$ cat src/rtl/boot_sleep_pkg.sv
// constants, encodings and timing for the boot, sleep and algorithm control block
// Summary of operation
// - After power-on reset run the ROM application with default configuration.
// - Boot select high or floating enables SPI and tries an EEPROM load.
// - No EEPROM answer or bad content falls back to ROM with pin presets.
// - Boot select low skips EEPROM and loads ROM with pin presets.
// - Preset and attenuation levels are sampled only at boot, then held.
// - After default boot the host may download or reconfigure over I2C.
// - External reset held low at least 100 ns forces full power-on reset.
// - Algorithm state toggles once per low level lasting at least 10 ms.
// - Algorithm on: channel 0 processed, channel 1 raw; off swaps them.
// - Digital mic and analog outputs each pick either channel independently.
// - Sleep and awake toggle once per sleep pin low of at least 20 ms.
// - Sleep entered by pin ends only by another pin toggle or reset.
// - Leaving sleep by the pin always lands in Active mode.
// - Mode command enters or leaves sleep; then only command or reset wakes.
// - Without a completed wake procedure within about one second, sleep again.
// - Invalid conditions such as a stopped clock force sleep as fail-safe; the code sleeps only on a stopped clock, from Active or Bypass after boot.
// - I2C wake goes to Standby, awaiting a mode command or returning to sleep.
// - Clock-loss sleep from Active or Bypass ends on clock return or reset.
package boot_sleep_pkg;
	// clock
	localparam int CLK_PERIOD_NS = 10;
	// timing figures in their own units
	localparam int EXT_RST_MIN_NS = 100;
	localparam int ALGO_LOW_MS = 10;
	localparam int SLEEP_LOW_MS = 20;
	localparam int WAKE_WINDOW_S = 1;
	// derived cycle counts; only the external reset minimum rounds up, the low times and the window round down
	localparam int EXT_RST_CYC = (EXT_RST_MIN_NS + CLK_PERIOD_NS - 1) / CLK_PERIOD_NS;
	localparam int ALGO_LOW_CYC = (ALGO_LOW_MS * 1000000) / CLK_PERIOD_NS;
	localparam int SLEEP_LOW_CYC = (SLEEP_LOW_MS * 1000000) / CLK_PERIOD_NS;
	localparam int WAKE_WINDOW_CYC = (WAKE_WINDOW_S * 1000000000) / CLK_PERIOD_NS;
	// internal hold and timeout counts
	localparam int POR_HOLD_CYC = 16;
	localparam int EEPROM_WAIT_CYC = 4096;
	localparam int CLK_LOSS_CYC = 64;
	// mode codes, shared by the mode command and the mode status
	localparam logic [2:0] MODE_ACTIVE = 3'h0;
	localparam logic [2:0] MODE_BYPASS = 3'h1;
	localparam logic [2:0] MODE_LINEOUT = 3'h2;
	localparam logic [2:0] MODE_SLEEP = 3'h3;
	localparam logic [2:0] MODE_STANDBY = 3'h4;
	// values after reset
	localparam logic [2:0] PRESET_RST = 3'h0;
	localparam logic [2:0] ATTEN_RST = 3'h0;
	localparam logic ALGO_EN_RST = 1'b1;
	typedef enum {B_RESET, B_SAMPLE, B_EEPROM, B_ROM, B_RUN} boot_state_t;
	typedef enum {M_ACTIVE, M_BYPASS, M_LINEOUT, M_SLEEP, M_STANDBY} mode_state_t;
	typedef enum {C_NONE, C_PIN, C_CMD, C_CLK} sleep_cause_t;
endpackage : boot_sleep_pkg

$ cat src/rtl/boot_sleep_algo_control.sv
// boot source selection, reset, algorithm toggle and sleep mode control
`timescale 1ns/100ps
`default_nettype none
module boot_sleep_algo_control #(
	parameter int ALGO_LOW_CYC = boot_sleep_pkg::ALGO_LOW_CYC,
	parameter int SLEEP_LOW_CYC = boot_sleep_pkg::SLEEP_LOW_CYC,
	parameter int WAKE_CYC = boot_sleep_pkg::WAKE_WINDOW_CYC,
	parameter int CLK_LOSS_CYC = boot_sleep_pkg::CLK_LOSS_CYC
) (
	// clock and reset
	input wire logic ref_clk,
	input wire logic rst,
	// control pins
	input wire logic boot_source_select,
	input wire logic external_reset_low,
	input wire logic noise_algorithm_toggle,
	input wire logic low_power_toggle_pin,
	input wire logic ext_clk_sense,
	// preset codes from the low_speed_level_converter
	input wire logic [2:0] preset_config_pin,
	input wire logic [2:0] output_attenuation_pin,
	// serial eeprom loader
	input wire logic eeprom_load_done,
	input wire logic eeprom_load_ok,
	// i2c command handler
	input wire logic i2c_wake,
	input wire logic mode_cmd_valid,
	input wire logic [2:0] mode_cmd_code,
	input wire logic algo_cmd_valid,
	input wire logic algo_cmd_enable,
	// output channel routing
	input wire logic dmic_chan_sel,
	input wire logic aout_chan_sel,
	// boot status
	output logic core_reset_r,
	output logic spi_enable_r,
	output logic boot_from_eeprom_r,
	output logic rom_app_r,
	output logic boot_done_r,
	output logic host_download_ready_r,
	output logic [2:0] preset_code_r,
	output logic [2:0] atten_code_r,
	// mode and algorithm status
	output logic [2:0] op_mode_r,
	output logic sleep_active_r,
	output logic algo_enable_r,
	output logic dmic_processed_r,
	output logic aout_processed_r
);
	boot_sleep_pkg::boot_state_t boot_r;
	boot_sleep_pkg::boot_state_t boot_nxt;
	boot_sleep_pkg::mode_state_t mode_r;
	boot_sleep_pkg::mode_state_t mode_nxt;
	boot_sleep_pkg::mode_state_t resume_r;
	boot_sleep_pkg::sleep_cause_t cause_r;
	boot_sleep_pkg::sleep_cause_t cause_nxt;
	logic ext_rst_fire;
	logic algo_fire;
	logic sleep_fire;
	logic clk_ok;
	logic sys_rst;
	logic booted;
	logic awake_cmd;
	logic [31:0] por_cnt_r;
	logic [31:0] eep_cnt_r;
	logic [31:0] win_cnt_r;

	// external reset qualified by its minimum low width
	pin_low_timer #(.MIN_CYC(boot_sleep_pkg::EXT_RST_CYC)) u_ext_rst (
		.ref_clk(ref_clk),
		.rst(rst),
		.pin(external_reset_low),
		.fire_r(ext_rst_fire)
	);

	// algorithm toggle pin; a low shorter than the minimum is ignored, so one long low toggles once
	pin_low_timer #(.MIN_CYC(ALGO_LOW_CYC)) u_algo_pin (
		.ref_clk(ref_clk),
		.rst(rst),
		.pin(noise_algorithm_toggle),
		.fire_r(algo_fire)
	);

	// sleep toggle pin
	pin_low_timer #(.MIN_CYC(SLEEP_LOW_CYC)) u_sleep_pin (
		.ref_clk(ref_clk),
		.rst(rst),
		.pin(low_power_toggle_pin),
		.fire_r(sleep_fire)
	);

	// external clock presence
	clock_presence_monitor #(.LOSS_CYC(CLK_LOSS_CYC)) u_clk_mon (
		.ref_clk(ref_clk),
		.rst(rst),
		.ext_clk_sense(ext_clk_sense),
		.clk_ok_r(clk_ok)
	);

	// either reset source restarts the whole power-on sequence
	assign sys_rst = rst || ext_rst_fire;
	assign booted = (boot_r == boot_sleep_pkg::B_RUN);
	assign awake_cmd = mode_cmd_valid && (mode_cmd_code == boot_sleep_pkg::MODE_ACTIVE
		|| mode_cmd_code == boot_sleep_pkg::MODE_BYPASS
		|| mode_cmd_code == boot_sleep_pkg::MODE_LINEOUT);

	// boot sequence next state
	always_comb begin
		boot_nxt = boot_r;
		case (boot_r)
			boot_sleep_pkg::B_RESET: begin
				if (por_cnt_r == 32'(boot_sleep_pkg::POR_HOLD_CYC - 1)) begin
					boot_nxt = boot_sleep_pkg::B_SAMPLE;
				end
			end
			boot_sleep_pkg::B_SAMPLE: begin
				// only a solid low skips the eeprom; the pad pull-up covers floating
				if (boot_source_select != 1'b0) begin
					boot_nxt = boot_sleep_pkg::B_EEPROM;
				end else begin
					boot_nxt = boot_sleep_pkg::B_ROM;
				end
			end
			boot_sleep_pkg::B_EEPROM: begin
				if (eeprom_load_done && eeprom_load_ok) begin
					boot_nxt = boot_sleep_pkg::B_RUN;
				end else if (eeprom_load_done
					|| eep_cnt_r == 32'(boot_sleep_pkg::EEPROM_WAIT_CYC - 1)) begin
					boot_nxt = boot_sleep_pkg::B_ROM;
				end
			end
			boot_sleep_pkg::B_ROM: boot_nxt = boot_sleep_pkg::B_RUN;
			boot_sleep_pkg::B_RUN: boot_nxt = boot_sleep_pkg::B_RUN;
			default: boot_nxt = boot_sleep_pkg::B_RESET;
		endcase
	end

	// boot state register
	always_ff @(posedge ref_clk) begin
		if (sys_rst) begin
			boot_r <= boot_sleep_pkg::B_RESET;
		end else begin
			boot_r <= boot_nxt;
		end
	end

	// power-on hold and eeprom answer timers
	always_ff @(posedge ref_clk) begin
		if (sys_rst || boot_r != boot_sleep_pkg::B_RESET) begin
			por_cnt_r <= 32'h0;
		end else begin
			por_cnt_r <= por_cnt_r + 32'h1;
		end
		if (sys_rst || boot_r != boot_sleep_pkg::B_EEPROM) begin
			eep_cnt_r <= 32'h0;
		end else begin
			eep_cnt_r <= eep_cnt_r + 32'h1;
		end
	end

	// boot status outputs, all registered from the next boot state
	always_ff @(posedge ref_clk) begin
		if (sys_rst) begin
			core_reset_r <= 1'b1;
			spi_enable_r <= 1'b0;
			boot_done_r <= 1'b0;
			host_download_ready_r <= 1'b0;
		end else begin
			core_reset_r <= (boot_nxt == boot_sleep_pkg::B_RESET);
			spi_enable_r <= (boot_nxt == boot_sleep_pkg::B_EEPROM);
			boot_done_r <= (boot_nxt == boot_sleep_pkg::B_RUN);
			host_download_ready_r <= (boot_nxt == boot_sleep_pkg::B_RUN);
		end
	end

	// boot source result
	always_ff @(posedge ref_clk) begin
		if (sys_rst) begin
			boot_from_eeprom_r <= 1'b0;
			rom_app_r <= 1'b0;
		end else if (boot_r == boot_sleep_pkg::B_EEPROM && boot_nxt == boot_sleep_pkg::B_RUN) begin
			boot_from_eeprom_r <= 1'b1;
		end else if (boot_r == boot_sleep_pkg::B_ROM) begin
			rom_app_r <= 1'b1;
		end
	end

	// presets caught once per boot; later pin changes wait for a reboot
	always_ff @(posedge ref_clk) begin
		if (sys_rst) begin
			preset_code_r <= boot_sleep_pkg::PRESET_RST;
			atten_code_r <= boot_sleep_pkg::ATTEN_RST;
		end else if (boot_r == boot_sleep_pkg::B_SAMPLE) begin
			preset_code_r <= preset_config_pin;
			atten_code_r <= output_attenuation_pin;
		end
	end

	// mode next state; the pin is ignored until boot ends, so eeprom search is safe
	always_comb begin
		mode_nxt = mode_r;
		cause_nxt = cause_r;
		case (mode_r)
			boot_sleep_pkg::M_ACTIVE, boot_sleep_pkg::M_BYPASS, boot_sleep_pkg::M_LINEOUT: begin
				if (booted && sleep_fire) begin
					mode_nxt = boot_sleep_pkg::M_SLEEP;
					cause_nxt = boot_sleep_pkg::C_PIN;
				end else if (mode_cmd_valid && mode_cmd_code == boot_sleep_pkg::MODE_SLEEP) begin
					mode_nxt = boot_sleep_pkg::M_SLEEP;
					cause_nxt = boot_sleep_pkg::C_CMD;
				end else if (awake_cmd) begin
					mode_nxt = boot_sleep_pkg::mode_state_t'(mode_cmd_code);
				end else if (booted && !clk_ok && mode_r != boot_sleep_pkg::M_LINEOUT) begin
					mode_nxt = boot_sleep_pkg::M_SLEEP;
					cause_nxt = boot_sleep_pkg::C_CLK;
				end
			end
			boot_sleep_pkg::M_SLEEP: begin
				case (cause_r)
					boot_sleep_pkg::C_PIN: begin
						if (sleep_fire) begin
							mode_nxt = boot_sleep_pkg::M_ACTIVE;
							cause_nxt = boot_sleep_pkg::C_NONE;
						end
					end
					boot_sleep_pkg::C_CMD: begin
						if (i2c_wake) begin
							mode_nxt = boot_sleep_pkg::M_STANDBY;
						end
					end
					boot_sleep_pkg::C_CLK: begin
						if (clk_ok) begin
							mode_nxt = resume_r;
							cause_nxt = boot_sleep_pkg::C_NONE;
						end
					end
					default: cause_nxt = boot_sleep_pkg::C_NONE;
				endcase
			end
			boot_sleep_pkg::M_STANDBY: begin
				if (awake_cmd) begin
					mode_nxt = boot_sleep_pkg::mode_state_t'(mode_cmd_code);
					cause_nxt = boot_sleep_pkg::C_NONE;
				end else if (win_cnt_r == 32'(WAKE_CYC - 1)) begin
					mode_nxt = boot_sleep_pkg::M_SLEEP;
				end
			end
			default: mode_nxt = boot_sleep_pkg::M_ACTIVE;
		endcase
	end

	// mode and sleep cause registers; reset always lands in Active
	always_ff @(posedge ref_clk) begin
		if (sys_rst) begin
			mode_r <= boot_sleep_pkg::M_ACTIVE;
			cause_r <= boot_sleep_pkg::C_NONE;
		end else begin
			mode_r <= mode_nxt;
			cause_r <= cause_nxt;
		end
	end

	// mode to resume after clock loss
	always_ff @(posedge ref_clk) begin
		if (sys_rst) begin
			resume_r <= boot_sleep_pkg::M_ACTIVE;
		end else if (cause_nxt == boot_sleep_pkg::C_CLK && cause_r != boot_sleep_pkg::C_CLK) begin
			resume_r <= mode_r;
		end
	end

	// wake window, counting only while in standby
	always_ff @(posedge ref_clk) begin
		if (sys_rst || mode_r != boot_sleep_pkg::M_STANDBY) begin
			win_cnt_r <= 32'h0;
		end else begin
			win_cnt_r <= win_cnt_r + 32'h1;
		end
	end

	// mode status outputs
	always_ff @(posedge ref_clk) begin
		if (sys_rst) begin
			op_mode_r <= boot_sleep_pkg::MODE_ACTIVE;
			sleep_active_r <= 1'b0;
		end else begin
			op_mode_r <= 3'(mode_nxt);
			sleep_active_r <= (mode_nxt == boot_sleep_pkg::M_SLEEP);
		end
	end

	// algorithm state; a command in the same cycle as a pin event wins
	always_ff @(posedge ref_clk) begin
		if (sys_rst) begin
			algo_enable_r <= boot_sleep_pkg::ALGO_EN_RST;
		end else if (booted && algo_cmd_valid) begin
			algo_enable_r <= algo_cmd_enable;
		end else if (booted && algo_fire) begin
			algo_enable_r <= !algo_enable_r;
		end
	end

	// channel 0 is processed while enabled; each output picks its channel
	always_ff @(posedge ref_clk) begin
		if (sys_rst) begin
			dmic_processed_r <= boot_sleep_pkg::ALGO_EN_RST;
			aout_processed_r <= boot_sleep_pkg::ALGO_EN_RST;
		end else begin
			dmic_processed_r <= algo_enable_r ^ dmic_chan_sel;
			aout_processed_r <= algo_enable_r ^ aout_chan_sel;
		end
	end
endmodule : boot_sleep_algo_control
`default_nettype wire

$ cat src/rtl/pin_low_timer.sv
// synchroniser and low-time qualifier for one control pin
`timescale 1ns/100ps
`default_nettype none
module pin_low_timer #(
	parameter int MIN_CYC = 10
) (
	// clock and reset
	input wire logic ref_clk,
	input wire logic rst,
	// pin and qualified event
	input wire logic pin,
	output logic fire_r
);
	logic meta_r;
	logic sync_r;
	logic [31:0] cnt_r;

	// idle level is high, so a reset never looks like a falling pin
	always_ff @(posedge ref_clk) begin
		if (rst) begin
			meta_r <= 1'b1;
			sync_r <= 1'b1;
		end else begin
			meta_r <= pin;
			sync_r <= meta_r;
		end
	end

	// low time counter saturates so one low interval gives one event
	always_ff @(posedge ref_clk) begin
		if (rst || sync_r) begin
			cnt_r <= 32'h0;
		end else if (cnt_r != 32'(MIN_CYC)) begin
			cnt_r <= cnt_r + 32'h1;
		end
	end

	// fires in the cycle the low time reaches its minimum
	always_ff @(posedge ref_clk) begin
		if (rst) begin
			fire_r <= 1'b0;
		end else begin
			fire_r <= !sync_r && (cnt_r == 32'(MIN_CYC - 1));
		end
	end
endmodule : pin_low_timer
`default_nettype wire

$ cat src/rtl/clock_presence_monitor.sv
// watches the sampled external clock and flags when it stops
`timescale 1ns/100ps
`default_nettype none
module clock_presence_monitor #(
	parameter int LOSS_CYC = 64
) (
	// clock and reset
	input wire logic ref_clk,
	input wire logic rst,
	// sampled external clock and result
	input wire logic ext_clk_sense,
	output logic clk_ok_r
);
	logic s1_r;
	logic s2_r;
	logic s3_r;
	logic [31:0] gap_r;

	// two-stage sync plus one more for the edge compare
	always_ff @(posedge ref_clk) begin
		if (rst) begin
			s1_r <= 1'b0;
			s2_r <= 1'b0;
			s3_r <= 1'b0;
		end else begin
			s1_r <= ext_clk_sense;
			s2_r <= s1_r;
			s3_r <= s2_r;
		end
	end

	// cycles since the last seen edge, saturating
	always_ff @(posedge ref_clk) begin
		if (rst || (s2_r ^ s3_r)) begin
			gap_r <= 32'h0;
		end else if (gap_r != 32'(LOSS_CYC)) begin
			gap_r <= gap_r + 32'h1;
		end
	end

	// presence assumed at reset so boot never starts asleep
	always_ff @(posedge ref_clk) begin
		if (rst) begin
			clk_ok_r <= 1'b1;
		end else begin
			clk_ok_r <= (gap_r != 32'(LOSS_CYC));
		end
	end
endmodule : clock_presence_monitor
`default_nettype wire

$ cat config.mk
export PLATFORM = sky130hd
export DESIGN_NAME = boot_sleep_algo_control
export DESIGN_NICKNAME = d
export VERILOG_FILES = /design/src/rtl/boot_sleep_pkg.sv /design/src/rtl/boot_sleep_algo_control.sv /design/src/rtl/pin_low_timer.sv /design/src/rtl/clock_presence_monitor.sv
export SDC_FILE = /design/constraint.sdc
export NUM_CORES = 1
export LEC_CHECK = 0
export BUFFER_PORTS_ARGS = -buffer_cell sky130_fd_sc_hd__buf_2
export CAP_MARGIN = 20
export CORE_ASPECT_RATIO = 0.7
export CORE_MARGIN = 4
export CORE_UTILIZATION = 54
export CTS_CLUSTER_DIAMETER = 80
export DETAILED_ROUTE_END_ITERATION = 10
export GPL_TIMING_DRIVEN = 1
export PLACE_DENSITY = 0.71
export SLEW_MARGIN = 10
export SYNTH_ARGS = -nofsm -noshare
export SYNTH_HDL_FRONTEND = slang
export SYNTH_SLANG_ARGS = --single-unit
$ cat constraint.sdc
create_clock -name ref_clk -period 5.8 [get_ports ref_clk]
set_input_delay 0.87 -clock ref_clk [delete_from_list [all_inputs] [get_ports ref_clk]]
set_output_delay 0.87 -clock ref_clk [all_outputs]
set_load 0.005 [all_outputs]
# After elaboration in Yosys (flattened, before gate mapping)

Cells that the tools add are included.

Register bits: 383
Bits in latches: 0
RAM bits: 0
ROM bits: 0
Input port bits: 24
Output and inout port bits: 19
Logic and storage cells: 148
Memories: 0

$add $sub $neg: 7
Multiply operators: 0
Div/mod/pow operators: 0
$lt $le $gt $ge: 0
Equal/unequal tests: 36
Shifts and indexed selects: 0
Mux-type cells: 27
Bitwise operators: 4
Reduce and logical (&&, ||, !) cells: 38

Operator list:

| kind                                                                      | number |
|---|---|
| 32-bit 2-to-1 mux                                                         | 19 |
| 32-bit one-hot mux with 3 select lines                                    | 4 |
| 32-bit by 1-bit adder with 32-bit output, second input constant           | 7 |
| 32-bit by 2-bit equality test with 1-bit output, second input constant    | 7 |
| 32-bit by 3-bit equality test with 1-bit output, second input constant    | 7 |
| 32-bit by 4-bit equality test with 1-bit output, second input constant    | 4 |
| 32-bit one-hot mux with 4 select lines                                    | 1 |
| 32-bit by 1-bit equality test with 1-bit output, second input constant    | 3 |
| 32-bit zero test                                                          | 3 |
| 32-bit by 3-bit inequality test with 1-bit output, second input constant  | 3 |
| 32-bit by 4-bit inequality test with 1-bit output, second input constant  | 2 |
| 32-bit by 12-bit equality test with 1-bit output, second input constant   | 1 |
| 32-bit by 20-bit equality test with 1-bit output, second input constant   | 1 |
| 32-bit by 21-bit equality test with 1-bit output, second input constant   | 1 |
| 32-bit by 27-bit equality test with 1-bit output, second input constant   | 1 |
| 32-bit by 20-bit inequality test with 1-bit output, second input constant | 1 |
| 32-bit by 21-bit inequality test with 1-bit output, second input constant | 1 |
| 32-bit by 7-bit inequality test with 1-bit output, second input constant  | 1 |
| 32-bit nonzero test                                                       | 1 |
| 1-bit logical AND                                                         | 13 |
| 1-bit logical OR                                                          | 11 |
| 3-bit by 2-bit equality test with 1-bit output, second input constant     | 2 |
| 1-bit zero test                                                           | 5 |
| 3-bit by 1-bit equality test with 1-bit output, second input constant     | 1 |
| 8 further kinds                                                           | 12 |

# Logic depth before layout (Yosys ltp)

Gate-level depths: netlist (run 1).

Depth after elaboration: 10
Gate-level depth with buffers: 9
Gate-level depth less buffers: 8

# By module

From an unflattened synthesis (run 1), not the netlist that was laid out.

Cell total of the unflattened synthesis: 1744
Area, all modules: 16020.4 um^2

Modules (own cells, without submodules):

| module                       | instances | cells an instance | area an instance (um^2) | sequential area each (um^2) |
|---|---|---|---|---|
| boot_sleep_algo_control      | 1         | 929               | 8939.8                  | 4784.6 |
| pin_low_timer at u_sleep_pin | 1         | 211               | 1846.8                  | 700.7 |
| clock_presence_monitor       | 1         | 211               | 1775.5                  | 720.7 |
| pin_low_timer at u_algo_pin  | 1         | 190               | 1746.7                  | 700.7 |
| pin_low_timer at u_ext_rst   | 1         | 203               | 1711.6                  | 700.7 |

# Least setup slack after synthesis (run 1)

Ideal clock, no wire load.

Path kind: input -> register
From: input port mode_cmd_code[2]
To: register resume_r[10]
Library setup time: 59 ps
Arrival time: 2410 ps
Required time: 5741 ps
Setup slack: 3331 ps
Stages on the path: 8
Path buffers: 1
Path through: nand2b_1 a21oi_1 a21boi_1 nor4_1 o21ai_1 a31oi_4 buf_6 and2_1

Longest elaborated chain between the ends: 10
Elaborated cells between the ends (all ways): 15
Classes of those cells: eq/ne (4); mux (5); reduce/logical (6)

RTL lines:

| item                                                                                     | RTL line                                                       | source |
|---|---|---|
| start, declared                                                                          | boot_sleep_algo_control.sv:28                                  | `input wire logic [2:0] mode_cmd_code,` |
| 3-bit by 1-bit equality test with 1-bit output / 3-bit zero test (equally long branches) | boot_sleep_algo_control.sv:104, boot_sleep_algo_control.sv:103 |  |
| 1-bit logical OR                                                                         | boot_sleep_algo_control.sv:104                                 | `\|\| mode_cmd_code == boot_sleep_pkg::MODE_BYPASS` |
| 1-bit logical OR                                                                         | boot_sleep_algo_control.sv:105                                 | `\|\| mode_cmd_code == boot_sleep_pkg::MODE_LINEOUT);` |
| 1-bit logical AND                                                                        | boot_sleep_algo_control.sv:103                                 | `assign awake_cmd = mode_cmd_valid && (mode_cmd_code == boot_sleep_pkg::MODE_ACTIVE` |
| 32-bit 2-to-1 mux                                                                        | boot_sleep_algo_control.sv:211                                 | `end else if (awake_cmd) begin` |
| 32-bit 2-to-1 mux                                                                        | boot_sleep_algo_control.sv:208                                 | `end else if (mode_cmd_valid && mode_cmd_code == boot_sleep_pkg::MODE_SLEEP) begin` |
| 32-bit 2-to-1 mux                                                                        | boot_sleep_algo_control.sv:205                                 | `if (booted && sleep_fire) begin` |
| 32-bit one-hot mux with 3 select lines *                                                 | boot_sleep_algo_control.sv:203                                 | `case (mode_r)` |
| 32-bit by 3-bit equality test with 1-bit output *                                        | boot_sleep_algo_control.sv:267                                 | `end else if (cause_nxt == boot_sleep_pkg::C_CLK && cause_r != boot_sleep_pkg::C_CLK) begin` |
| 1-bit logical AND *                                                                      | boot_sleep_algo_control.sv:267                                 |  |
| end signal, assigned                                                                     | boot_sleep_algo_control.sv:266                                 | `resume_r <= boot_sleep_pkg::M_ACTIVE;` |
| end signal, assigned                                                                     | boot_sleep_algo_control.sv:268                                 | `resume_r <= mode_r;` |
| end, declared                                                                            | boot_sleep_algo_control.sv:54                                  | `boot_sleep_pkg::mode_state_t resume_r;` |

Mark *: on every way between the ends. The rest lies on a longest branch, timed or not.
A chain may end at the register's enable or synchronous reset.

# Worst setup path in the final report (run 1)

From: register mode_r[7]
To: register resume_r[7]

Longest elaborated chain between the ends: 9
Elaborated cells between the ends (all ways): 15
Classes of those cells: eq/ne (6); mux (5); reduce/logical (4)

RTL lines:

| item                                              | RTL line                       | source |
|---|---|---|
| start, declared                                   | boot_sleep_algo_control.sv:52  | `boot_sleep_pkg::mode_state_t mode_r;` |
| start signal, assigned                            | boot_sleep_algo_control.sv:255 | `mode_r <= boot_sleep_pkg::M_ACTIVE;` |
| start signal, assigned                            | boot_sleep_algo_control.sv:258 | `mode_r <= mode_nxt;` |
| 32-bit by 3-bit inequality test with 1-bit output | boot_sleep_algo_control.sv:213 | `end else if (booted && !clk_ok && mode_r != boot_sleep_pkg::M_LINEOUT) begin` |
| 1-bit logical AND                                 | boot_sleep_algo_control.sv:213 |  |
| 32-bit 2-to-1 mux                                 | boot_sleep_algo_control.sv:213 |  |
| 32-bit 2-to-1 mux                                 | boot_sleep_algo_control.sv:211 |  |
| 32-bit 2-to-1 mux                                 | boot_sleep_algo_control.sv:208 |  |
| 32-bit 2-to-1 mux                                 | boot_sleep_algo_control.sv:205 |  |
| 32-bit one-hot mux with 3 select lines            | boot_sleep_algo_control.sv:203 |  |
| 32-bit by 3-bit equality test with 1-bit output   | boot_sleep_algo_control.sv:267 |  |
| 1-bit logical AND                                 | boot_sleep_algo_control.sv:267 |  |

Parallel ways exist; a longest one is shown, timed or not.

==> results of run 1 <==
[cells in the mapped netlist, types with 16 or more instances]
master and number:
nor4_1 68, nand3_1 89, xor2_1 134, nor3_1 34, clkbuf_1 37, and2_1 69, a21oi_1 40, nand4_1 65
and3_1 55, nor2_1 267, nand2_1 101, xnor2_1 55, dfxtp_1 380, and4_1 16, o21ai_0 31, inv_1 30
or3_1 27
[worst register-to-register path, delay by kind of cell (launching register included)]
family,cells,cell delay (ps)
AND/OR/NAND/NOR,5,1700
flip-flops,1,290
AO/OA/AOI/OAI,2,770
[per-stage QoR]
stage / util / power (mW) / area, um^2 / hold slack [ps] / std cells
4_1_cts: 0.623 / 5.25 / 16800 / 408 / 2085
3_3_place_gp: 0.574 / 2.76 / 15500 / 394 / 2016
5_1_grt: 0.623 / 5.38 / 16800 / 421 / 2085
6_report: 0.623 / 5.20 / 16800 / 407 / 2085
3_5_place_dp: 0.576 / 2.77 / 15500 / 394 / 2019
2_1_floorplan: - / 2.74 / 15000 / 389 / 1654
[sequential cells by signal (all words and copies together), names as in the netlist, 3 cells and up]
| signal | cells |
|---|---|
| por_cnt_r | 32 |
| eep_cnt_r | 32 |
| resume_r | 32 |
| win_cnt_r | 32 |
| preset_code_r | 3 |
| cause_r | 32 |
| u_algo_pin.cnt_r | 32 |
| atten_code_r | 3 |
| u_sleep_pin.cnt_r | 32 |
| boot_r | 32 |
| u_clk_mon.gap_r | 32 |
| mode_r | 32 |
| u_ext_rst.cnt_r | 32 |
[logic make-up (layout without fill, tap and decap cells)]
group	Yosys count	after routing	share of synthesized area
AND/OR/NAND/NOR	859	859	0.299
flip-flops	380	380	0.511
XOR/XNOR	189	189	0.111
AO/OA/AOI/OAI	95	95	0.0380
buffers and inverters	78	145	0.0224
adder cells (fa/ha/maj)	13	13	0.0108
multiplexers	11	11	0.00748
other	1	29	0.000252
[worst min-delay path by stage]
stage          slack (ps)                     startpoint                            end  cells after the start
2_1_floorplan         390   u_algo_pin.meta_r$_SDFF_PP1_   u_algo_pin.sync_r$_SDFF_PP1_                      1
3_3_place_gp          390  u_sleep_pin.meta_r$_SDFF_PP1_  u_sleep_pin.sync_r$_SDFF_PP1_                      1
3_5_place_dp          390   u_algo_pin.meta_r$_SDFF_PP1_   u_algo_pin.sync_r$_SDFF_PP1_                      1
4_1_cts               410   u_algo_pin.meta_r$_SDFF_PP1_   u_algo_pin.sync_r$_SDFF_PP1_                      1
5_1_grt               420  u_sleep_pin.meta_r$_SDFF_PP1_  u_sleep_pin.sync_r$_SDFF_PP1_                      1
6_report              410  u_sleep_pin.meta_r$_SDFF_PP1_  u_sleep_pin.sync_r$_SDFF_PP1_                      1
[cell type report]
cell class,count,area (um^2)
Clock buffer,51,1080
Clock inverter,15,191
Fill cell,2231,10200
Inverter,30,113
Multi-Input combinational cell,1196,7050
Sequential cell,380,7610
Tap cell,364,455
Timing Repair Buffer,49,310
[cells in the final DEF, fill, tap and decap left out, types with 4 or more instances in the layout]
master	synthesis	layout
inv_1	30	30
conb_1	1	29
nand2_1	101	101
nor2b_1	11	11
bufinv_16	0	4
and2_1	69	69
ha_1	12	12
xor2_1	134	134
nor2_1	267	266
clkbuf_1	37	6
nand4_1	65	65
nor4b_1	14	14
o21ai_0	31	31
and3_1	55	55
buf_2	2	42
nand3_1	89	89
clkbuf_8	0	6
xnor2_1	55	55
mux2i_1	10	10
nor3_1	34	34
nand2b_1	10	10
buf_4	4	4
clkbuf_16	0	39
nor4_1	68	68
and4_1	16	16
or3_1	27	27
or2_2	13	13
dfxtp_1	380	380
clkinv_2	0	6
a21oi_1	40	40
[per-layer routing]
layer	share of wire	GRT usage	wire (um)
met2	0.42	0.273	11800
met4	0.018	0.0495	522
met5	0	0	0
met3	0.044	0.0355	1240
met1	0.52	0.281	14800
[power by group through the flow]
stage | clock (mW) | combinational [mW] | sequential, mW
detailed placement | 0 | 0.0754 | 2.69
CTS | 2.54 | 0.0757 | 2.64
global placement | 0 | 0.0701 | 2.69
global route | 2.66 | 0.0856 | 2.64
floorplan | 0 | 0.0496 | 2.69
finish | 2.48 | 0.0757 | 2.64
==> metrics.md, run 1 <==
| Metric | Value |
|---|---|
| Outcome | complete, no violations |
| Synth area leaders | dfxtp_1 (51%), xor2_1 (7.9%), nor2_1 (6.7%), xnor2_1 (3.2%), nand3_1 (3.0%) |
| Clock transition at path regs | approximately 60 ps |
| ANT cells | 0 |
| Max IR drop VDD | a little under 0.0002 V |
| Reg2reg setup slack | 2980 ps |
| CP required | between 6000 and 7000 ps |
| Routed len/inst | around 14 um |
| CP peak stage delay | 540 ps |
| Die Wd | between 200 and 250 um |
| Final Hold Vio Count | 0 |
| GR Util All Layers | 0.186 |
| Cts bufs inserted | 37 |
| RSZ-0062 raised after global routing | no |
| PD cells | 309 mW/mm^2 |
| Warnings, synthesis | 0 |
| Critical R2R Capture | resume_r[7]$_SDFFE_PP0P_ |
| DR vias | about 11,000 |
| Max-Cap Viols | 0 |
| FF+latch count, synth | between 300 and 400 |
| Yosys top cell area share | 0.511 |
| Initial core utilization | 0.552 |
| H-tree Lvls | 2 |
| DR DRC count | 0 |
| Yosys top cell by area | dfxtp_1 |
| Final WL | 28.4 mm |
| Worst r2r path cells | 7 |
| Row count | 50 |
| Sw Ratio | 0.203 |
| Vias in the first global route | a little over 10,000 |
| Worst reg2reg startpoint | mode_r[7]$_SDFF_PP0_ |
| Worst relative slew slack | 0.276 |
| Final Max Tran Viols | 0 |
| Setup crit start | mode_r[7]$_SDFF_PP0_ |
| Post-layout min period | approximately 2800 ps |
| Critical Path End Type | flip-flop |
| Cell Area, Synth | roughly 0.015 mm^2 |
| Post-DP HPWL | 19.3 mm |
| Internal Power | ~4.1 mW |
| Crit path max-delay cell type | a31oi_4 |
| Final setup violating endpoints | 0 |
| CTS tree | yes |
| Sequential power share | 0.507 |
| P_sw | around 1.1 mW |
| Seq/Total Area, Yosys | 0.511 |
| Comb pwr share | 0.015 |
| Post-CTS Setup Bufs | 0 |
| Worst Setup Start Kind | flip-flop |
| Sink Count | 380 |
| Drt pass-1 iters | 5 |
| Async set or reset register ratio after synthesis | 0 |
| Cell Chain, Critical Path | nor4_1 > nand4_1 > nor2_1 > nor4bb_1 > o22ai_1 > a31oi_4 > and2_1 |
| Pleak | ~6.0 nW |
| Post-CTS sizing | 0 |
| I/O pins | between 40 and 50 |
| CP endpoint | resume_r[7]$_SDFFE_PP0P_ |
| Worst path bufs/invs | 0 |
| Root buffer cell | clkbuf_16 |
| Worst Setup Path Type | reg -> reg |
| Setup_tns | 0 ps |
| Clk_lat worst skew | 540 ps |
| Clock buffer depth | 3 |
| Crit. path cell count | 7 |
| First-pass GRT wire length | ~48 mm |
| Min-delay worst type | reg -> reg |
| Ys flop type | dfxtp_1 |
| CP top delay family | simple AND/OR/NAND/NOR gates |
| Skew final | 24.4 ps |
| Vias/cell | between 5 and 6 |
| FMAX | around 0.36 GHz |
| Mean area per synthesized cell | 9.15 um^2 |
| Slew @ Worst Pin | approximately 1100 ps |
| Die height | 147 um |
| Final net count | between 1,500 and 2,000 |
| Layout cells sized above 1 | 0.0802 |
| Initial drt markers | ~600 |
| Die area | 0.0303 mm^2 |
| Worst slack at placement | about 2600 ps |
| Clock power share | 0.478 |
| Worst setup margin | between 2000 and 3000 ps |
| Post-synth EDFFs | 0 |
| Final GP Congestion | roughly 0.87 |
| Cells after Synth | ~1,600 |
| ANT nets after route | 0 |
| GR Overflow Total | 0 |
| Final period utilization | 0.486 |
| Hold buffer count at CTS | 0 |
| Core area | between 0.02 and 0.03 mm^2 |
| CP arrival | 3280 ps |
| Initial antenna violation count | 0 |
| Port Buffers | between 40 and 50 |
| Largest net degree at the start of global routing | 39 |
| Syn-to-layout area delta | 12.9% |
| Distinct cells, synth | 63 |
| Worst-path maximum fanout | 31 |
Power figures use the tool's default switching activity.
==> inputs of run 2 (changes only) <==
--- a/config.mk
+++ b/config.mk
@@ -5,6 +5,7 @@
 export SDC_FILE = /design/constraint.sdc
 export NUM_CORES = 1
 export LEC_CHECK = 0
+export ABC_AREA = 1
 export BUFFER_PORTS_ARGS = -buffer_cell sky130_fd_sc_hd__buf_2
 export CAP_MARGIN = 20
 export CORE_ASPECT_RATIO = 0.7
@@ -13,7 +14,7 @@
 export CTS_CLUSTER_DIAMETER = 80
 export DETAILED_ROUTE_END_ITERATION = 10
 export GPL_TIMING_DRIVEN = 1
-export PLACE_DENSITY = 0.71
+export PLACE_DENSITY = 0.73
 export SLEW_MARGIN = 10
 export SYNTH_ARGS = -nofsm -noshare
 export SYNTH_HDL_FRONTEND = slang
==> constraint.sdc (replaced) <==
create_clock -name ref_clk -period 2.3 [get_ports ref_clk]
set_input_delay 0.345 -clock ref_clk [delete_from_list [all_inputs] [get_ports ref_clk]]
set_output_delay 0.345 -clock ref_clk [all_outputs]
set_load 0.005 [all_outputs]
==> run 2 against run 1 <==
Net effect: the flow now finishes with violations (negative setup slack); cell count rose by 40%; sequential cell count did not move; utilization rose by 8.4 points; cell area rose by 27%; clock power rose to 2.8 times the previous value; clock skew fell by 13 ps; synthesized cell count rose by 36%; non-clock buffer count rose by 187; fmax rose by 15%; setup slack got worse by 3100 ps; routed wire length rose by 41%; combinational power rose to 4.8 times the previous value; critical endpoint unchanged.
==> metrics.md, run 2 <==
| Metric | Value |
|---|---|
| Hold WS | 16.1 ps (-391 ps) |
| Seq/Total Area, Yosys | 0.460 (-0.0512) |
| Final Hold Vio Count | 0 (unchanged) |
| FF+latch count, synth | 380 (unchanged) |
| DR vias | 15,200 (+37%) |
| Max-Cap Viols | 0 (unchanged) |
| Cell Chain, Critical Path | nor2_2 > nand2_2 > nor2_4 > nand2_1 > a21oi_4 > buf_4 > nand2_1 > nor2_2 > nand2_4 > nand3_4 > o41ai_2 > and2_4 > nand3_4 > buf_12 > clkbuf_16 > nand3_2 > inv_2 |
| Ys flop type | dfxtp_1 |
| Skew final | 11.1 ps (-13.3 ps) |
| Synth area leaders | dfxtp_1 (46%), inv_1 (7.3%), nand2_1 (7.2%), nor2_1 (5.8%), a21oi_1 (4.9%) |
| Clk_lat worst skew | 530 ps (about the same) |
| I/O pins | 43 (unchanged) |
| Critical Path End Type | flip-flop |
| Drt pass-1 iters | 6 (+1) |
| Post-layout min period | 2450 ps (-366 ps) |
| Min-delay worst type | in -> reg |
| Sink Count | 380 (unchanged) |
| Non-filler cells, final | 2,914 (+40%) |
| Yosys top cell area share | 0.460 (-0.0512) |
| CP peak stage delay | 310 ps (-230 ps) |
| DR DRC count | 0 (unchanged) |
| Cells after DPL | 2,753 (+36%) |
| Worst-path maximum fanout | 7 (-77%) |
| Core area | 0.0301 mm^2 (+12%) |
| Initial antenna violation count | 1 (+1) |
| Vias/cell | 5.20 (-2.2%) |
| Initial core utilization | 0.549 (-0.00260) |
| Final Max Tran Viols | 0 (unchanged) |
| Cts bufs inserted | 37 (unchanged) |
| Final net count | 2,509 (+45%) |
| Warnings, synthesis | 0 (unchanged) |
| Most numerous cell in the Yosys netlist | dfxtp_1 |
| Crit path max-delay cell type | dfxtp_1 |
| Outcome | complete, but fails checks |
| Worst slack at placement | -105 ps (-2720 ps) |
| Cell Area, Synth | 0.0165 mm^2 (+11%) |
| Setup_tns | -4040 ps (-4040 ps) |
| H-tree Lvls | 2 (unchanged) |
| Final WL | 40.0 mm (+41%) |
| Final period utilization | 1.07 (+0.580) |
| Slew @ Worst Pin | 582 ps (-495 ps) |
| Final GP Congestion | 0.899 (+3.5%) |
| CP arrival | 2930 ps (-350 ps) |
| Die Wd | 217 um (+5.2%) |
| Failing checks | negative setup slack |
| Post-DP HPWL | 25.9 mm (+35%) |
| GR Overflow Total | 0 (unchanged) |
| Worst Setup Path Type | reg -> reg |
| CTS tree | yes |
| Layout cells sized above 1 | 0.273 (+0.193) |
| Pleak | 8.17 nW (+37%) |
| Total power | 14.0 mW (+170%) |
| Syn-to-layout area delta | 28.7% |
| Row count | 53 (+6.0%) |
| RSZ-0062 raised after global routing | yes |
| Initial drt markers | 1,190 (+100%) |
| Worst path bufs/invs | 4 (+4) |
| Max IR drop VDD | 0.000381 V (+94%) |
| GR Util All Layers | 0.218 (+0.0316) |
| CP required | 2780 ps (-3480 ps) |
| Most instantiated cells after synthesis | dfxtp_1 (380), inv_1 (321), nand2_1 (318) |
| PD cells | 656 mW/mm^2 (+110%) |
| Root buffer cell | clkbuf_16 |
| Clock buffer depth | 3 (unchanged) |
| Routed len/inst | 13.7 um (+0.88%) |
| Commonest non-fill, non-tap cell in the layout | dfxtp_1 |
| Clock transition at path regs | 70 ps (about the same) |
| Worst setup margin | -150 ps (-3130 ps) |
| Post-synth EDFFs | 0 (unchanged) |
| Layout fillers | 2,297 (+3.0%) |
| First-pass GRT wire length | 62.8 mm (+30%) |
| FMAX | 0.408 GHz (+15%) |
| Worst relative slew slack | 0.609 (+0.333) |
| Port Buffers | 42 (unchanged) |
| ANT nets after route | 0 (unchanged) |
| Final setup violating endpoints | 42 (+42) |
| Mean area per synthesized cell | 7.48 um^2 (-18%) |
| Worst Setup Start Kind | flip-flop |
| Yosys top cell by area | dfxtp_1 |
| Distinct cells, synth | 55 (-13%) |
| Async set or reset register ratio after synthesis | 0 (unchanged) |
| Vias in the first global route | 13,600 (+32%) |
| Commonest non-fill, non-tap cells in the layout | dfxtp_1 (344), inv_1 (311), nand2_1 (280) |
| Cells after Synth | 2,210 (+36%) |
| Largest net degree at the start of global routing | 27 (-31%) |
| Die area | 0.0335 mm^2 (+11%) |
| Die height | 154 um (+5.1%) |
| CP top delay family | simple AND/OR/NAND/NOR gates |
## run 2: cell types whose count changed in the layout (fill, tap and decap cells not counted), sizes merged, moves of 68 or more
cell,delta
inv,+343
a21oi,+122
nand2,+228
and2,-68
xor2,-123
nor3,+116
o21ai,+88
buf,+181
## run 2: cell families (layout without fill, tap and decap cells)
group	after synthesis	count (layout)	synth area share
AOI/OAI and AO/OA	332	332	0.110
buffers and inverters	419	681	0.0980
adders and majority gates	12	12	0.00908
DFF	380	380	0.460
and+or+nand+nor	1048	1049	0.314
other	1	30	0.000227
xor gates and xnor gates	18	18	0.00953
## run 2: area by class of cell
| class | count | area, um^2 | share of cell area |
|---|---|---|---|
| Clock buffer | 49 | 1090 | 0.0514 |
| Tap cell | 412 | 515 | 0.0242 |
| Timing Repair Buffer | 236 | 1780 | 0.0835 |
| Clock inverter | 18 | 325 | 0.0153 |
| Sequential cell | 380 | 7680 | 0.361 |
| Multi-Input combinational cell | 1440 | 8460 | 0.397 |
| Timing Repair inverter | 1 | 7.51 | 0.000353 |
| Inverter | 377 | 1440 | 0.0675 |
| Antenna cell | 1 | 2.50 | 0.000118 |
## run 2: worst reg2reg max path: cells and delay by family, from the launching register on
| family | cells | cell delay (ps) |
|---|---|---|
| AND/OR/NAND/NOR | 11 | 1380 |
| flip-flops | 1 | 310 |
| AO/OA/AOI/OAI | 2 | 240 |
| buffers and inverters | 4 | 480 |
## run 2: path summary, 6_finish.rpt
| check | cells past startpoint | endpoint | slack [ps] | start |
|---|---|---|---|---|
| setup / recovery | 17 | resume_r[7]$_SDFFE_PP0P_ | -150 | mode_r[4]$_SDFF_PP0_ |
| hold / removal | 2 | dmic_processed_r$_SDFF_PP1_ | 20 | dmic_chan_sel |
| setup reg to reg | 17 | resume_r[7]$_SDFFE_PP0P_ | -150 | mode_r[4]$_SDFF_PP0_ |
| hold reg to reg | 2 | u_clk_mon.s2_r$_SDFF_PP0_ | 410 | u_clk_mon.s1_r$_SDFF_PP0_ |
## run 2: through the flow
stage / instance area [um^2] / utilization
final: 21300 / 0.707
after global routing: 21300 / 0.707
after CTS: 19800 / 0.657
after detailed placement: 18000 / 0.597
after global placement: 18000 / 0.597
after floorplan: 16600 / -
## run 2: report_power, final
| group | switching (mW) | internal (mW) | leakage, nW | total, mW |
|---|---|---|---|---|
| clock network | 2.61 | 4.37 | 0.700 | 6.98 |
| logic | 0.227 | 0.135 | 4.38 | 0.361 |
| registers | 0.0203 | 6.61 | 3.10 | 6.63 |
## run 2: metal layers
metal	GRT usage	share of wire	wire length, um	vias up
li1	-	-	-	7713
met1	0.312	0.47	18700	6983
met5	0	0	0	-
met4	0.0575	0.022	898	0
met3	0.0397	0.055	2220	76
met2	0.341	0.45	18200	378
## run 2: repair_timing
item	in CTS	in global routing
hold endpoints to repair	4	0
hold buffers	4	0
cloned	1	4
gates resized for setup	47	277
endpoints found under the setup margin	45	138
pin swaps	8	107
buffers inserted	22	63
==> inputs of run 3 (changes only) <==
--- a/config.mk
+++ b/config.mk
@@ -11,10 +11,11 @@
 export CORE_ASPECT_RATIO = 0.7
 export CORE_MARGIN = 4
 export CORE_UTILIZATION = 54
+export CTS_BUF_LIST = sky130_fd_sc_hd__clkbuf_16
 export CTS_CLUSTER_DIAMETER = 80
 export DETAILED_ROUTE_END_ITERATION = 10
 export GPL_TIMING_DRIVEN = 1
-export PLACE_DENSITY = 0.73
+export PLACE_DENSITY_LB_ADDON = 0.2
 export SLEW_MARGIN = 10
 export SYNTH_ARGS = -nofsm -noshare
 export SYNTH_HDL_FRONTEND = slang
==> run 3 against run 2 <==
Net effect: die area did not move; sequential cell count unchanged; largest cell class unchanged; the flow still finishes with violations (negative setup slack); setup slack worse by 92 ps; routed wire length is 1.8% lower; critical path type unchanged.
==> metrics.md, run 3 (same netlist as run 2, synthesis figures left out) <==
| Metric | Value |
|---|---|
| Outcome | complete, but fails checks |
| Failing checks | negative setup slack |
| Final setup violating endpoints | 45 (+7.1%) |
| GR Overflow Total | 0 (unchanged) |
| CP required | 2720 ps (-60 ps) |
| Worst relative slew slack | 0.570 (-0.0389) |
| Worst-path maximum fanout | 7 (unchanged) |
| Port Buffers | 42 (unchanged) |
| Drt pass-1 iters | 5 (-1) |
| Row count | 53 (unchanged) |
| Layout cells sized above 1 | 0.272 (-0.00193) |
| Worst reg2reg startpoint | mode_r[1]$_SDFF_PP0_ |
| Final period utilization | 1.11 (+0.0398) |
| CP arrival | 2960 ps (+30 ps) |
| Clock buffer depth | 3 (unchanged) |
| Post-layout min period | 2540 ps (+91.6 ps) |
| CP top delay family | simple AND/OR/NAND/NOR gates |
| Clk_lat worst skew | 530 ps (about the same) |
| ANT cells | 0 (-1) |
| Die height | 154 um (unchanged) |
| PD cells | 612 mW/mm^2 (-6.7%) |
| DR DRC count | 0 (unchanged) |
| Vias/cell | 5.17 (-0.65%) |
| Max IR drop VDD | 0.000412 V (+8.0%) |
| Final GP Congestion | 0.881 (-2.0%) |
| Final WL | 39.3 mm (-1.8%) |
| Crit path max-delay cell type | dfxtp_4 |
| Cell Chain, Critical Path | nor2_2 > nand3b_1 > nor2_4 > nand2_2 > a21oi_4 > nor2_4 > nor2_4 > nand3_4 > buf_6 > o21ai_2 > nand3_1 > nor2_2 > nand3_4 > clkbuf_16 > nand3_2 > inv_2 |
| Initial core utilization | 0.549 (unchanged) |
| Syn-to-layout area delta | 27.3% |
| Critical Path End Type | flip-flop |
| Hold WS | 29.8 ps (+13.7 ps) |
| DR vias | 15,100 (-0.58%) |
| Most used cell along the critical path | nor2_4 |
| Slew @ Worst Pin | 639 ps (+57.8 ps) |
| Min-delay worst type | in -> reg |
| Worst slack at placement | -80.5 ps (+24.7 ps) |
| Max-Cap Viols | 0 (unchanged) |
| Final net count | 2,510 (+0.040%) |
| Worst Setup Start Kind | flip-flop |
| Hold Crit Start | dmic_chan_sel |
| GR Util All Layers | 0.213 (-0.00518) |
| Worst Setup Path Type | reg -> reg |
| Final Max Tran Viols | 0 (unchanged) |
| Worst path bufs/invs | 3 (-1) |
| First-pass GRT wire length | 61.8 mm (-1.6%) |
| Clock transition at path regs | 60 ps (about the same) |
| Die Wd | 217 um (unchanged) |
| Final Hold Vio Count | 0 (unchanged) |
| FMAX | 0.393 GHz (-3.6%) |
| Largest net degree at the start of global routing | 36 (+33%) |
| ANT nets after route | 0 (unchanged) |
| Die area | 0.0335 mm^2 (unchanged) |
| Initial drt markers | 1,159 (-2.6%) |
| Worst setup margin | -242 ps (-91.6 ps) |
| Cts bufs inserted | 38 (+2.7%) |
| Commonest non-fill, non-tap cells in the layout | dfxtp_1 (344), inv_1 (321), nand2_1 (278) |
| Layout fillers | 2,384 (+3.8%) |
| Post-DP HPWL | 25.3 mm (-2.5%) |
| Routed len/inst | 13.5 um (-1.9%) |
| Commonest non-fill, non-tap cell in the layout | dfxtp_1 |
| CTS tree | yes |
| H-tree Lvls | 2 (unchanged) |
| Vias in the first global route | 13,500 (-0.76%) |
| RSZ-0062 raised after global routing | yes |
| Initial antenna violation count | 0 (-1) |
| Root buffer cell | clkbuf_16 |
| Setup crit start | mode_r[1]$_SDFF_PP0_ |
| Sink Count | 380 (unchanged) |
| I/O pins | 43 (unchanged) |
| Core area | 0.0301 mm^2 (unchanged) |
| Skew final | 19.8 ps (+8.76 ps) |
| Pleak | 8.09 nW (-1.0%) |
| CP peak stage delay | 360 ps (+50 ps) |
[run 3: worst paths after layout]
path	cells after the start	end	slack, ps
worst max register to register	16	resume_r[22]$_SDFFE_PP0P_	-240
worst max-delay path	16	resume_r[22]$_SDFFE_PP0P_	-240
worst min-delay path	2	dmic_processed_r$_SDFF_PP1_	30
worst min register to register	2	u_clk_mon.s2_r$_SDFF_PP0_	410
[run 3: layer usage]
metal / wire length [um] / GRT usage / vias up
li1: - / - / 7699
met1: 18800 / 0.318 / 6924
met2: 17600 / 0.324 / 370
met3: 2050 / 0.0328 / 69
met4: 819 / 0.0515 / 0
met5: 0 / 0 / -
[run 3: layout make-up]
cell class,count,area [um^2],share of cell area
flip-flops and latches,380,7690,0.365
inverters,377,1430,0.0679
repair inverters,2,15.0,0.000713
multi-input cells,1439,8410,0.399
repair buffers,236,1820,0.0864
clock inverters,29,145,0.00690
clock buffers,41,1030,0.0487
well taps,412,515,0.0245
[run 3: stage by stage]
stage	TNS (ps)	power [mW]	instances	area, um^2	utilization
floorplan	0	6.99	2238	16600	-
detailed placement	-1940	7.11	2765	18100	0.600
CTS	-1350	13.0	2849	19500	0.647
global placement	-802	7.10	2765	18100	0.600
finish	-7520	12.9	2916	21000	0.699
global route	-17940	13.3	2916	21000	0.699
[run 3: what timing repair did]
item	CTS	global route
endpoints found under the hold margin	3	0
setup endpoints to repair	40	131
resized for setup	36	295
gates cloned	1	4
pin swaps	13	127
hold buffers	3	0
setup buffers	10	65
[run 3: power by group]
group | internal, mW | leakage, nW | switching (mW)
registers | 6.62 | 3.10 | 0.0252
logic | 0.162 | 4.37 | 0.240
clock network | 3.31 | 0.621 | 2.53
total | 10.1 | 8.09 | 2.79
